--- src/rtl/ddr_strength_consts.vh ---
// constants for the ddr pad drive strength register bank
// assumes a 32-bit ahb-lite bus, one register per aligned word
`ifndef DDR_STRENGTH_CONSTS_VH
`define DDR_STRENGTH_CONSTS_VH

// register indices; byte address is four times the index
`define IDX_DATA_COMMAND 8'h30
`define IDX_CLOCK_ENABLE 8'h31
`define IDX_CHIP_SELECT 8'h32
`define IDX_CLOCK_PAIR 8'h33
`define IDX_RECEIVE_ENABLE 8'h34
`define IDX_MODULE_WIDTH 8'h4D
`define IDX_RESERVED_CODE 8'h4E

// field positions inside an 8-bit strength register
`define FIELD_BITS 3
`define HI_MSB 6
`define HI_LSB 4
`define LO_MSB 2
`define LO_LSB 0

// writable bit masks; reserved bits read zero
`define STRENGTH_WMASK 8'h77
`define RCVEN_WMASK 8'h07
`define WIDTH_WMASK 2'h3

// reset values
`define STRENGTH_RST 8'h00
`define WIDTH_RST 2'h0
`define STRENGTH_OUT_RST 3'h0

// encodings
`define CODE_RESERVED 3'h7
`define WIDTH_X8 1'b1
`define HTRANS_NONSEQ 2'h2
`define HSIZE_WORD 3'h2
`define HRESP_OKAY 1'b0
`define RDATA_ZERO 32'h00000000

// pad group sizes
`define ROW_COUNT 4
`define CLK_PAIR_COUNT 6
`define ROWS_PER_MODULE 2
`define PAIRS_PER_MODULE 3

`endif

--- src/rtl/ddr_drive_strength_regs.v ---
// drive strength register bank for the ddr pad groups, ahb-lite slave
// assumes a single master, word transfers, and pads that sample levels
`timescale 1ns/1ps
`include "ddr_strength_consts.vh"

// What this block does
// RULE1: command group strength in bits 6:4 of data/command register, 111 reserved.
// RULE2: data and strobe strength in bits 2:0 of data/command register.
// RULE3: clock-enable x16 strength in bits 6:4, resets to 0.75x code 000.
// RULE4: clock-enable x8 strength in bits 2:0 of its register.
// RULE5: chip-select x16 strength in bits 6:4 of its register.
// RULE6: chip-select x8 strength in bits 2:0 of its register.
// RULE7: clock pair x16 strength in bits 6:4 of its register.
// RULE8: clock pair x8 strength in bits 2:0 of its register.
// RULE9: true and complement clock of a pair get the same strength.
// RULE10: receive-enable-out strength in bits 2:0; bits 7:3 reserved.
// RULE11: per signal, width register chooses x8 or x16 setting.
// RULE12: all five strength registers reset to 00h, every field 0.75x.
// RULE13: width bit 0 means x16 or empty module, 1 means x8.
// RULE14: reserved bits 7 and 3 read zero and ignore writes.
module ddr_drive_strength_regs (
    // clock and reset
    input wire hclk,
    input wire hresetn,
    // ahb-lite slave
    input wire hsel,
    input wire [31:0] haddr,
    input wire [1:0] htrans,
    input wire hwrite,
    input wire [2:0] hsize,
    input wire [31:0] hwdata,
    input wire hready,
    output reg [31:0] hrdata_ff,
    output reg hreadyout_ff,
    output reg hresp_ff,
    // strength levels to the pads
    output reg [2:0] data_strobe_strength_ff,
    output reg [2:0] command_strength_ff,
    output reg [11:0] clock_enable_strength_ff,
    output reg [11:0] chip_select_strength_ff,
    output reg [17:0] clock_true_strength_ff,
    output reg [17:0] clock_comp_strength_ff,
    output reg [2:0] receive_enable_out_pin_strength_ff
);

    // byte address of a register index
    function [31:0] reg_addr;
        input [7:0] idx;
        begin
            reg_addr = {22'h000000, idx, 2'h0};
        end
    endfunction

    // true when a field holds the reserved multiplier code
    function is_reserved_code;
        input [2:0] code;
        begin
            is_reserved_code = (code == `CODE_RESERVED);
        end
    endfunction

    // register contents
    wire [7:0] data_command_drive_strength;
    wire [7:0] clock_enable_drive_strength;
    wire [7:0] chip_select_drive_strength;
    wire [7:0] clock_pair_drive_strength;
    wire [7:0] receive_enable_out_strength;
    reg [1:0] module_device_width_ff;
    reg [1:0] nxt_module_device_width;

    // bus phase tracking
    reg wr_pending_ff;
    reg [31:0] wr_addr_ff;
    reg rd_pending_ff;
    reg [31:0] rd_addr_ff;
    reg nxt_wr_pending;
    reg [31:0] nxt_wr_addr;
    reg nxt_rd_pending;
    reg [31:0] nxt_rd_addr;
    reg nxt_hreadyout;
    reg [31:0] nxt_hrdata;
    reg [31:0] readback;
    reg [8:0] reserved_code_seen;

    // write strobes, one per register
    wire wr_data_command;
    wire wr_clock_enable;
    wire wr_chip_select;
    wire wr_clock_pair;
    wire wr_receive_enable;
    wire wr_module_width;
    wire addr_phase;

    // per-signal selected strengths
    wire [11:0] cke_sel;
    wire [11:0] cs_sel;
    wire [17:0] clk_sel;

    // an address phase is taken only when the bus is ready
    assign addr_phase = hsel && hready && (htrans == `HTRANS_NONSEQ);

    // a write lands in the data phase, after the address was taken
    assign wr_data_command = wr_pending_ff && (wr_addr_ff == reg_addr(`IDX_DATA_COMMAND));
    assign wr_clock_enable = wr_pending_ff && (wr_addr_ff == reg_addr(`IDX_CLOCK_ENABLE));
    assign wr_chip_select = wr_pending_ff && (wr_addr_ff == reg_addr(`IDX_CHIP_SELECT));
    assign wr_clock_pair = wr_pending_ff && (wr_addr_ff == reg_addr(`IDX_CLOCK_PAIR));
    assign wr_receive_enable = wr_pending_ff && (wr_addr_ff == reg_addr(`IDX_RECEIVE_ENABLE));
    assign wr_module_width = wr_pending_ff && (wr_addr_ff == reg_addr(`IDX_MODULE_WIDTH));

    // RULE1 cmd and data fields
    // RULE2 share one register
    // RULE12 reset to zero
    // RULE14 reserved bits masked
    pad_strength_reg #(
        .WMASK(`STRENGTH_WMASK)
    ) u_data_command (
        .hclk(hclk),
        .hresetn(hresetn),
        .wr_en(wr_data_command),
        .wr_data(hwdata[7:0]),
        .value_ff(data_command_drive_strength)
    );

    // RULE3 cke x16 field
    // RULE4 cke x8 field
    pad_strength_reg #(
        .WMASK(`STRENGTH_WMASK)
    ) u_clock_enable (
        .hclk(hclk),
        .hresetn(hresetn),
        .wr_en(wr_clock_enable),
        .wr_data(hwdata[7:0]),
        .value_ff(clock_enable_drive_strength)
    );

    // RULE5 cs x16 field
    // RULE6 cs x8 field
    pad_strength_reg #(
        .WMASK(`STRENGTH_WMASK)
    ) u_chip_select (
        .hclk(hclk),
        .hresetn(hresetn),
        .wr_en(wr_chip_select),
        .wr_data(hwdata[7:0]),
        .value_ff(chip_select_drive_strength)
    );

    // RULE7 clock x16 field
    // RULE8 clock x8 field
    pad_strength_reg #(
        .WMASK(`STRENGTH_WMASK)
    ) u_clock_pair (
        .hclk(hclk),
        .hresetn(hresetn),
        .wr_en(wr_clock_pair),
        .wr_data(hwdata[7:0]),
        .value_ff(clock_pair_drive_strength)
    );

    // RULE10 receive enable field
    pad_strength_reg #(
        .WMASK(`RCVEN_WMASK)
    ) u_receive_enable (
        .hclk(hclk),
        .hresetn(hresetn),
        .wr_en(wr_receive_enable),
        .wr_data(hwdata[7:0]),
        .value_ff(receive_enable_out_strength)
    );

    // width register, one bit per module, low two bits only
    always @* begin
        nxt_module_device_width = module_device_width_ff;
        if (wr_module_width) begin
            nxt_module_device_width = hwdata[1:0] & `WIDTH_WMASK;
        end
    end

    always @(posedge hclk or negedge hresetn) begin
        if (!hresetn) begin
            module_device_width_ff <= `WIDTH_RST;
        end else begin
            module_device_width_ff <= nxt_module_device_width;
        end
    end

    // RULE11 per-row width pick
    // RULE13 bit 0 is x16
    // rows 0-1 follow module 0, rows 2-3 follow module 1
    genvar row;
    generate
        for (row = 0; row < `ROW_COUNT; row = row + 1) begin : g_row
            strength_select u_cke_sel (
                .x16_strength(clock_enable_drive_strength[`HI_MSB:`HI_LSB]),
                .x8_strength(clock_enable_drive_strength[`LO_MSB:`LO_LSB]),
                .width_bit(module_device_width_ff[row / `ROWS_PER_MODULE]),
                .strength(cke_sel[row * `FIELD_BITS +: `FIELD_BITS])
            );
            strength_select u_cs_sel (
                .x16_strength(chip_select_drive_strength[`HI_MSB:`HI_LSB]),
                .x8_strength(chip_select_drive_strength[`LO_MSB:`LO_LSB]),
                .width_bit(module_device_width_ff[row / `ROWS_PER_MODULE]),
                .strength(cs_sel[row * `FIELD_BITS +: `FIELD_BITS])
            );
        end
    endgenerate

    // RULE11 per-pair width pick
    // pairs 0-2 go to module 0, pairs 3-5 to module 1
    genvar pair;
    generate
        for (pair = 0; pair < `CLK_PAIR_COUNT; pair = pair + 1) begin : g_pair
            strength_select u_clk_sel (
                .x16_strength(clock_pair_drive_strength[`HI_MSB:`HI_LSB]),
                .x8_strength(clock_pair_drive_strength[`LO_MSB:`LO_LSB]),
                .width_bit(module_device_width_ff[pair / `PAIRS_PER_MODULE]),
                .strength(clk_sel[pair * `FIELD_BITS +: `FIELD_BITS])
            );
        end
    endgenerate

    // pad levels are registered so no decode glitch reaches the analog trim
    always @(posedge hclk or negedge hresetn) begin
        if (!hresetn) begin
            data_strobe_strength_ff <= `STRENGTH_OUT_RST;
            command_strength_ff <= `STRENGTH_OUT_RST;
            clock_enable_strength_ff <= {`ROW_COUNT{`STRENGTH_OUT_RST}};
            chip_select_strength_ff <= {`ROW_COUNT{`STRENGTH_OUT_RST}};
            clock_true_strength_ff <= {`CLK_PAIR_COUNT{`STRENGTH_OUT_RST}};
            clock_comp_strength_ff <= {`CLK_PAIR_COUNT{`STRENGTH_OUT_RST}};
            receive_enable_out_pin_strength_ff <= `STRENGTH_OUT_RST;
        end else begin
            // RULE1 command group drive
            command_strength_ff <= data_command_drive_strength[`HI_MSB:`HI_LSB];
            // RULE2 data strobe drive
            data_strobe_strength_ff <= data_command_drive_strength[`LO_MSB:`LO_LSB];
            clock_enable_strength_ff <= cke_sel;
            chip_select_strength_ff <= cs_sel;
            // RULE9 both clock legs
            clock_true_strength_ff <= clk_sel;
            clock_comp_strength_ff <= clk_sel;
            // RULE10 receive enable drive
            receive_enable_out_pin_strength_ff <= receive_enable_out_strength[`LO_MSB:`LO_LSB];
        end
    end

    // live view of fields holding the reserved code; the pad result is undefined
    always @* begin
        reserved_code_seen[0] = is_reserved_code(data_command_drive_strength[`LO_MSB:`LO_LSB]);
        reserved_code_seen[1] = is_reserved_code(data_command_drive_strength[`HI_MSB:`HI_LSB]);
        reserved_code_seen[2] = is_reserved_code(clock_enable_drive_strength[`LO_MSB:`LO_LSB]);
        reserved_code_seen[3] = is_reserved_code(clock_enable_drive_strength[`HI_MSB:`HI_LSB]);
        reserved_code_seen[4] = is_reserved_code(chip_select_drive_strength[`LO_MSB:`LO_LSB]);
        reserved_code_seen[5] = is_reserved_code(chip_select_drive_strength[`HI_MSB:`HI_LSB]);
        reserved_code_seen[6] = is_reserved_code(clock_pair_drive_strength[`LO_MSB:`LO_LSB]);
        reserved_code_seen[7] = is_reserved_code(clock_pair_drive_strength[`HI_MSB:`HI_LSB]);
        reserved_code_seen[8] = is_reserved_code(receive_enable_out_strength[`LO_MSB:`LO_LSB]);
    end

    // RULE14 reserved bits read zero
    // unmapped words read zero too
    always @* begin
        case (rd_addr_ff)
            reg_addr(`IDX_DATA_COMMAND): readback = {24'h000000, data_command_drive_strength};
            reg_addr(`IDX_CLOCK_ENABLE): readback = {24'h000000, clock_enable_drive_strength};
            reg_addr(`IDX_CHIP_SELECT): readback = {24'h000000, chip_select_drive_strength};
            reg_addr(`IDX_CLOCK_PAIR): readback = {24'h000000, clock_pair_drive_strength};
            reg_addr(`IDX_RECEIVE_ENABLE): readback = {24'h000000, receive_enable_out_strength};
            reg_addr(`IDX_MODULE_WIDTH): readback = {30'h00000000, module_device_width_ff};
            reg_addr(`IDX_RESERVED_CODE): readback = {23'h000000, reserved_code_seen};
            default: readback = `RDATA_ZERO;
        endcase
    end

    // bus phase control: writes take no wait, reads take one wait state
    // the wait lets a read see a write finished in the cycle before
    always @* begin
        nxt_wr_pending = 1'b0;
        nxt_wr_addr = wr_addr_ff;
        nxt_rd_pending = 1'b0;
        nxt_rd_addr = rd_addr_ff;
        nxt_hreadyout = 1'b1;
        nxt_hrdata = hrdata_ff;
        if (rd_pending_ff) begin
            nxt_hrdata = readback;
        end else if (addr_phase) begin
            if (hwrite) begin
                // narrow writes are dropped; only whole words land
                nxt_wr_pending = (hsize == `HSIZE_WORD);
                nxt_wr_addr = haddr;
            end else begin
                nxt_rd_pending = 1'b1;
                nxt_rd_addr = haddr;
                nxt_hreadyout = 1'b0;
            end
        end
    end

    always @(posedge hclk or negedge hresetn) begin
        if (!hresetn) begin
            wr_pending_ff <= 1'b0;
            wr_addr_ff <= `RDATA_ZERO;
            rd_pending_ff <= 1'b0;
            rd_addr_ff <= `RDATA_ZERO;
            hreadyout_ff <= 1'b1;
            hrdata_ff <= `RDATA_ZERO;
            hresp_ff <= `HRESP_OKAY;
        end else begin
            wr_pending_ff <= nxt_wr_pending;
            wr_addr_ff <= nxt_wr_addr;
            rd_pending_ff <= nxt_rd_pending;
            rd_addr_ff <= nxt_rd_addr;
            hreadyout_ff <= nxt_hreadyout;
            hrdata_ff <= nxt_hrdata;
            hresp_ff <= `HRESP_OKAY;  // every answer is okay
        end
    end

endmodule

--- src/rtl/pad_strength_reg.v ---
// one 8-bit drive strength register with reserved bits masked
// assumes the write strobe is a single-cycle pulse in the hclk domain
`timescale 1ns/1ps
`include "ddr_strength_consts.vh"

module pad_strength_reg #(
    parameter [7:0] WMASK = `STRENGTH_WMASK
) (
    // clock and reset
    input wire hclk,
    input wire hresetn,
    // write side
    input wire wr_en,
    input wire [7:0] wr_data,
    // stored value
    output reg [7:0] value_ff
);

    // reserved bits never take a write, so they always read zero
    always @(posedge hclk or negedge hresetn) begin
        if (!hresetn) begin
            value_ff <= `STRENGTH_RST;
        end else if (wr_en) begin
            value_ff <= wr_data & WMASK;
        end
    end

endmodule

--- src/rtl/strength_select.v ---
// picks the x8 or x16 strength setting for one pad signal
// assumes the width bit comes from the module width register
`timescale 1ns/1ps
`include "ddr_strength_consts.vh"

module strength_select (
    // the two programmed settings
    input wire [2:0] x16_strength,
    input wire [2:0] x8_strength,
    // width of the devices behind this signal
    input wire width_bit,
    // chosen setting
    output wire [2:0] strength
);

    // width bit 1 means x8 parts; 0 means x16 parts or an empty module
    assign strength = (width_bit == `WIDTH_X8) ? x8_strength : x16_strength;

endmodule

--- config.mk ---
export PLATFORM = sky130hd
export DESIGN_NAME = ddr_drive_strength_regs
export DESIGN_NICKNAME = d
export VERILOG_FILES = /design/src/rtl/ddr_drive_strength_regs.v /design/src/rtl/pad_strength_reg.v /design/src/rtl/strength_select.v
export VERILOG_INCLUDE_DIRS = /design/src /design/src/rtl
export SDC_FILE = /design/constraint.sdc
export NUM_CORES = 1
export LEC_CHECK = 0
export BUFFER_PORTS_ARGS = -buffer_cell sky130_fd_sc_hd__buf_2
export CORE_MARGIN = 3
export CORE_UTILIZATION = 45
export CTS_CLUSTER_SIZE = 28
export DETAILED_ROUTE_END_ITERATION = 10
export PLACE_DENSITY = 0.71
export SLEW_MARGIN = 10
export SYNTH_ARGS = -nofsm -noshare
export SYNTH_HDL_FRONTEND = slang
export SYNTH_SLANG_ARGS = --single-unit
--- constraint.sdc ---
create_clock -name hclk -period 4.4 [get_ports hclk]
set_input_delay 1.32 -clock hclk [delete_from_list [all_inputs] [get_ports hclk]]
set_output_delay 1.32 -clock hclk [all_outputs]
set_load 0.005 [all_outputs]
==> implementation parameters <==
Parameter                              Value

Placed design
  Routability Congestion    0.852
  Half-perimeter wire length of the detailed placement result    9.27 mm
  Placed instance area    6380 µm²
  Port-buffer cells    126

Global route
  Grt ovf    0
  Global router's overall resource usage    18.4%
  Number of antenna violations at the first check in global routing    1
  Largest net degree at the start of global routing    68
  Via count of the first global-routing pass    3,953
  Global-route wire length before repair    20.5 mm

STA
  Post-route fraction of the period consumed by the critical path    54.1%
  Final Hold Viols    0
  Highest achievable clock rate    420 MHz
  Transition time at the pin with the least slew margin    947 ps
  Clock period minus final worst setup slack    2380 ps
  Worst setup skew after layout    5.10 ps
  Final setup TNS    0 ps
  Unrepaired setup endpoints after global routing    no
  Setup violations, final    0
  Final hold slack    442 ps
  Max-slew violations    0
  Worst-case headroom to the max-slew limit    36.0%

Clock network
  Num Clock Sinks    132
  Number of post-CTS setup repair buffers    0
  Hold Buf Count CTS    0
  Number of buffers created by CTS    17
  Clock root buffer master    sky130_fd_sc_hd__clkbuf_16
  Maximum number of buffers from clock root to sink    2
  Clock latency at the later pin of the worst-skew pair    410 ps
  CTS H-tree lvls    4
  TritonCTS clock tree    built
  Clk pin slew, worst setup/hold paths    60 ps
  Count of cells resized by post-cts repair    0

Routing
  Via count    3,965
  Iteration count of the initial detailed-routing pass    5
  Number of DRC violations after detailed routing    0
  Number of nets with antenna violations after detailed routing    0
  Avg WL per Cell    16.7 µm
  WL final    12.9 mm
  Via-per-instance ratio    5.12
  Initial drt markers    285

Synth
  Fraction of synthesized area in multiplexers    17.6%
  Flip-flop cell with the highest count after synthesis    sky130_fd_sc_hd__dfrtp_1
  Largest family of logic cells by synthesized area    multiplexers
  Share of the synthesized area in compound gates (AO/OA/AOI/OAI)    2.80%
  Count of warnings emitted by yosys    0
  Post-Synth Adder-Cell Area    0%
  Share of synthesized cell area in and, or, nand and nor gates    14.5%
  Syn avg cell area    12.1 µm²
  Post-synthesis share of cell area spent on xor and xnor gates    0%
  Cell count after synthesis    494
  Share of synthesized area occupied by flip-flops and latches    55.5%
  Cell area after synthesis    5950 µm²
  FF+latch count, synth    132
  Cell taking the most area after synthesis    sky130_fd_sc_hd__dfrtp_1
  Number of unique standard cell types used by synthesis    44
  Count of flip-flops with a built-in enable after synthesis    0
  Most area-consuming cells after synthesis    sky130_fd_sc_hd__dfrtp_1 55%, sky130_fd_sc_hd__mux2_2 14%, sky130_fd_sc_hd__buf_4 8.3%
  Share of async-settable or async-resettable flops after synthesis    100%
  Area share of the largest cell type after synthesis    55.1%

Layout
  Share of post-route cells with drive strength above 1    42.4%
  Design area    6960 µm²
  Total number of nets in the final design    662
  Area Overhead vs Synth    17.0%

Worst setup path
  Startpoint Class    flop
  Maximum fanout along the worst path    6
  CP arrival    2670 ps
  Critical Path Sink Type    flop
  Slack of the worst reg-to-reg path    2020 ps
  CP required    4690 ps
  Class of the most critical setup path    flop to flop

Die
  Floorplan row count    41
  Height of the die    121 µm
  Starting Density    46.6%
  Ports placed on the boundary    177
  Core Footprint    12,800 µm²
  Die W    121 µm
  Area of the die    14,600 µm²

Job
  Max Cap Violations    0

Status
  Run status    complete, no violations

Pwr
  Power density over the cells    462 nW/µm²
  Worst VDD drop    0.349 mV
  Total Power    3220 µW
  Standby leakage power    0.00346 µW

Worst hold path
  Worst hold path type    flop to flop
[power breakdown]
| group | switching (µW) | internal (µW) |
|---|---|---|
| combinational | 163 | 191 |
| clock | 489 | 874 |
| sequential | 135 | 1370 |
[cells in the mapped netlist, types with 2 or more instances]
master	number
sky130_fd_sc_hd__mux2_4	6
sky130_fd_sc_hd__clkinv_1	2
sky130_fd_sc_hd__a211oi_1	3
sky130_fd_sc_hd__nor3_1	9
sky130_fd_sc_hd__nor4_1	10
sky130_fd_sc_hd__a22o_1	2
sky130_fd_sc_hd__clkbuf_1	11
sky130_fd_sc_hd__nor2b_1	2
sky130_fd_sc_hd__and3_1	9
sky130_fd_sc_hd__nand4b_1	6
sky130_fd_sc_hd__o21ai_0	2
sky130_fd_sc_hd__nor2_1	9
sky130_fd_sc_hd__nand2_1	101
sky130_fd_sc_hd__buf_1	3
sky130_fd_sc_hd__dfrtp_1	131
sky130_fd_sc_hd__mux4_2	6
sky130_fd_sc_hd__a41o_1	3
sky130_fd_sc_hd__or4_4	2
sky130_fd_sc_hd__nand3_1	4
sky130_fd_sc_hd__a32o_1	4
sky130_fd_sc_hd__o2bb2ai_1	3
sky130_fd_sc_hd__mux2_2	73
sky130_fd_sc_hd__nor4b_1	4
sky130_fd_sc_hd__nand4_1	4
sky130_fd_sc_hd__buf_4	66
[state kept, by name, indices dropped and copies added, names as in the netlist]
| register | cells |
|---|---|
| rd_addr_ff | 32 |
| wr_addr_ff | 32 |
| hrdata_ff | 9 |
| chip_select_strength_ff | 6 |
| clock_comp_strength_ff | 6 |
| clock_enable_strength_ff | 6 |
| u_chip_select.value_ff | 6 |
| u_clock_enable.value_ff | 6 |
| u_clock_pair.value_ff | 6 |
| u_data_command.value_ff | 6 |
| command_strength_ff | 3 |
| data_strobe_strength_ff | 3 |
| receive_enable_out_pin_strength_ff | 3 |
| u_receive_enable.value_ff | 3 |
| module_device_width_ff | 2 |
| hreadyout_ff | 1 |
| rd_pending_ff | 1 |
| wr_pending_ff | 1 |
[final cells by class]
type | instances | area, µm²
diodes | 1 | 2.50
well taps | 172 | 215
multi-input cells | 301 | 2160
repair buffers | 133 | 686
clock inverters | 9 | 103
fillers | 1105 | 5810
clock buffers | 23 | 478
inverters | 3 | 11.3
flip-flops and latches | 132 | 3300
[cells by family (layout without fill, tap and decap cells)]
group / count (synthesis) / after routing
simple gates: 172 / 172
flops: 132 / 132
mux: 85 / 85
buf+inv: 84 / 168
compound gates: 20 / 20
other cells: 1 / 25
[cell usage in the layout, fill, tap and decap left out, types with 3 or more instances in the layout]
cell	Yosys	layout
sky130_fd_sc_hd__nor2_1	9	9
sky130_fd_sc_hd__a41o_1	3	3
sky130_fd_sc_hd__mux4_2	6	6
sky130_fd_sc_hd__buf_2	0	125
sky130_fd_sc_hd__nand3_1	4	4
sky130_fd_sc_hd__nand4_1	4	4
sky130_fd_sc_hd__nor4_1	10	10
sky130_fd_sc_hd__clkinv_2	0	4
sky130_fd_sc_hd__dfrtp_1	131	131
sky130_fd_sc_hd__clkinvlp_4	0	3
sky130_fd_sc_hd__clkbuf_8	0	3
sky130_fd_sc_hd__a32o_1	4	4
sky130_fd_sc_hd__mux2_4	6	6
sky130_fd_sc_hd__a211oi_1	3	3
sky130_fd_sc_hd__clkbuf_1	11	3
sky130_fd_sc_hd__conb_1	1	24
sky130_fd_sc_hd__buf_4	66	8
sky130_fd_sc_hd__and3_1	9	9
sky130_fd_sc_hd__nor3_1	9	9
sky130_fd_sc_hd__clkbuf_16	0	17
sky130_fd_sc_hd__nor4b_1	4	4
sky130_fd_sc_hd__o2bb2ai_1	3	3
sky130_fd_sc_hd__mux2_2	73	73
sky130_fd_sc_hd__nand4b_1	6	6
sky130_fd_sc_hd__nand2_1	101	101
[worst max-delay path, stage by stage (launching register included)]
cell and delay, ps:
sky130_fd_sc_hd__dfrtp_1 390, sky130_fd_sc_hd__nor4_2 340, sky130_fd_sc_hd__nand2_1 130, sky130_fd_sc_hd__or4_4 530
sky130_fd_sc_hd__or4_4 540, sky130_fd_sc_hd__mux2_4 330
[final timing paths]
kind                                                                   endpoint  depth (start not counted)                                     start
worst max-delay path                     u_data_command.value_ff[4]$_DFFE_PN0P_                          5                wr_addr_ff[13]$_DFFE_PN0P_
worst min-delay path            receive_enable_out_pin_strength_ff[1]$_DFF_PN0_                          0  u_receive_enable.value_ff[1]$_DFFE_PN0P_
worst max register to register           u_data_command.value_ff[4]$_DFFE_PN0P_                          5                wr_addr_ff[13]$_DFFE_PN0P_
worst min register to register  receive_enable_out_pin_strength_ff[1]$_DFF_PN0_                          0  u_receive_enable.value_ff[1]$_DFFE_PN0P_
max in group asynchronous                                hreadyout_ff$_DFF_PN1_                          2                                   hresetn
min in group asynchronous                  data_strobe_strength_ff[0]$_DFF_PN0_                          1                                   hresetn
[metal layers]
metal  vias to the layer above  track usage [%]  share of wire, %
li1                       1827                -                 -
met5                         -                0             0.077
met2                       165             29.8                50
met4                         2             6.52               1.9
met3                        22             5.31               7.5
met1                      1949             23.7                40
[through the flow]
step | utilization [%] | setup WS (ps) | std cells
2_1_floorplan | - | 1910 | 517
3_3_place_gp | 50.0 | 1800 | 741
3_5_place_dp | 50.0 | 1740 | 741
4_1_cts | 54.5 | 1980 | 773
5_1_grt | 54.5 | 1830 | 773
6_report | 54.5 | 2020 | 774
Power figures use the tool's default switching activity.
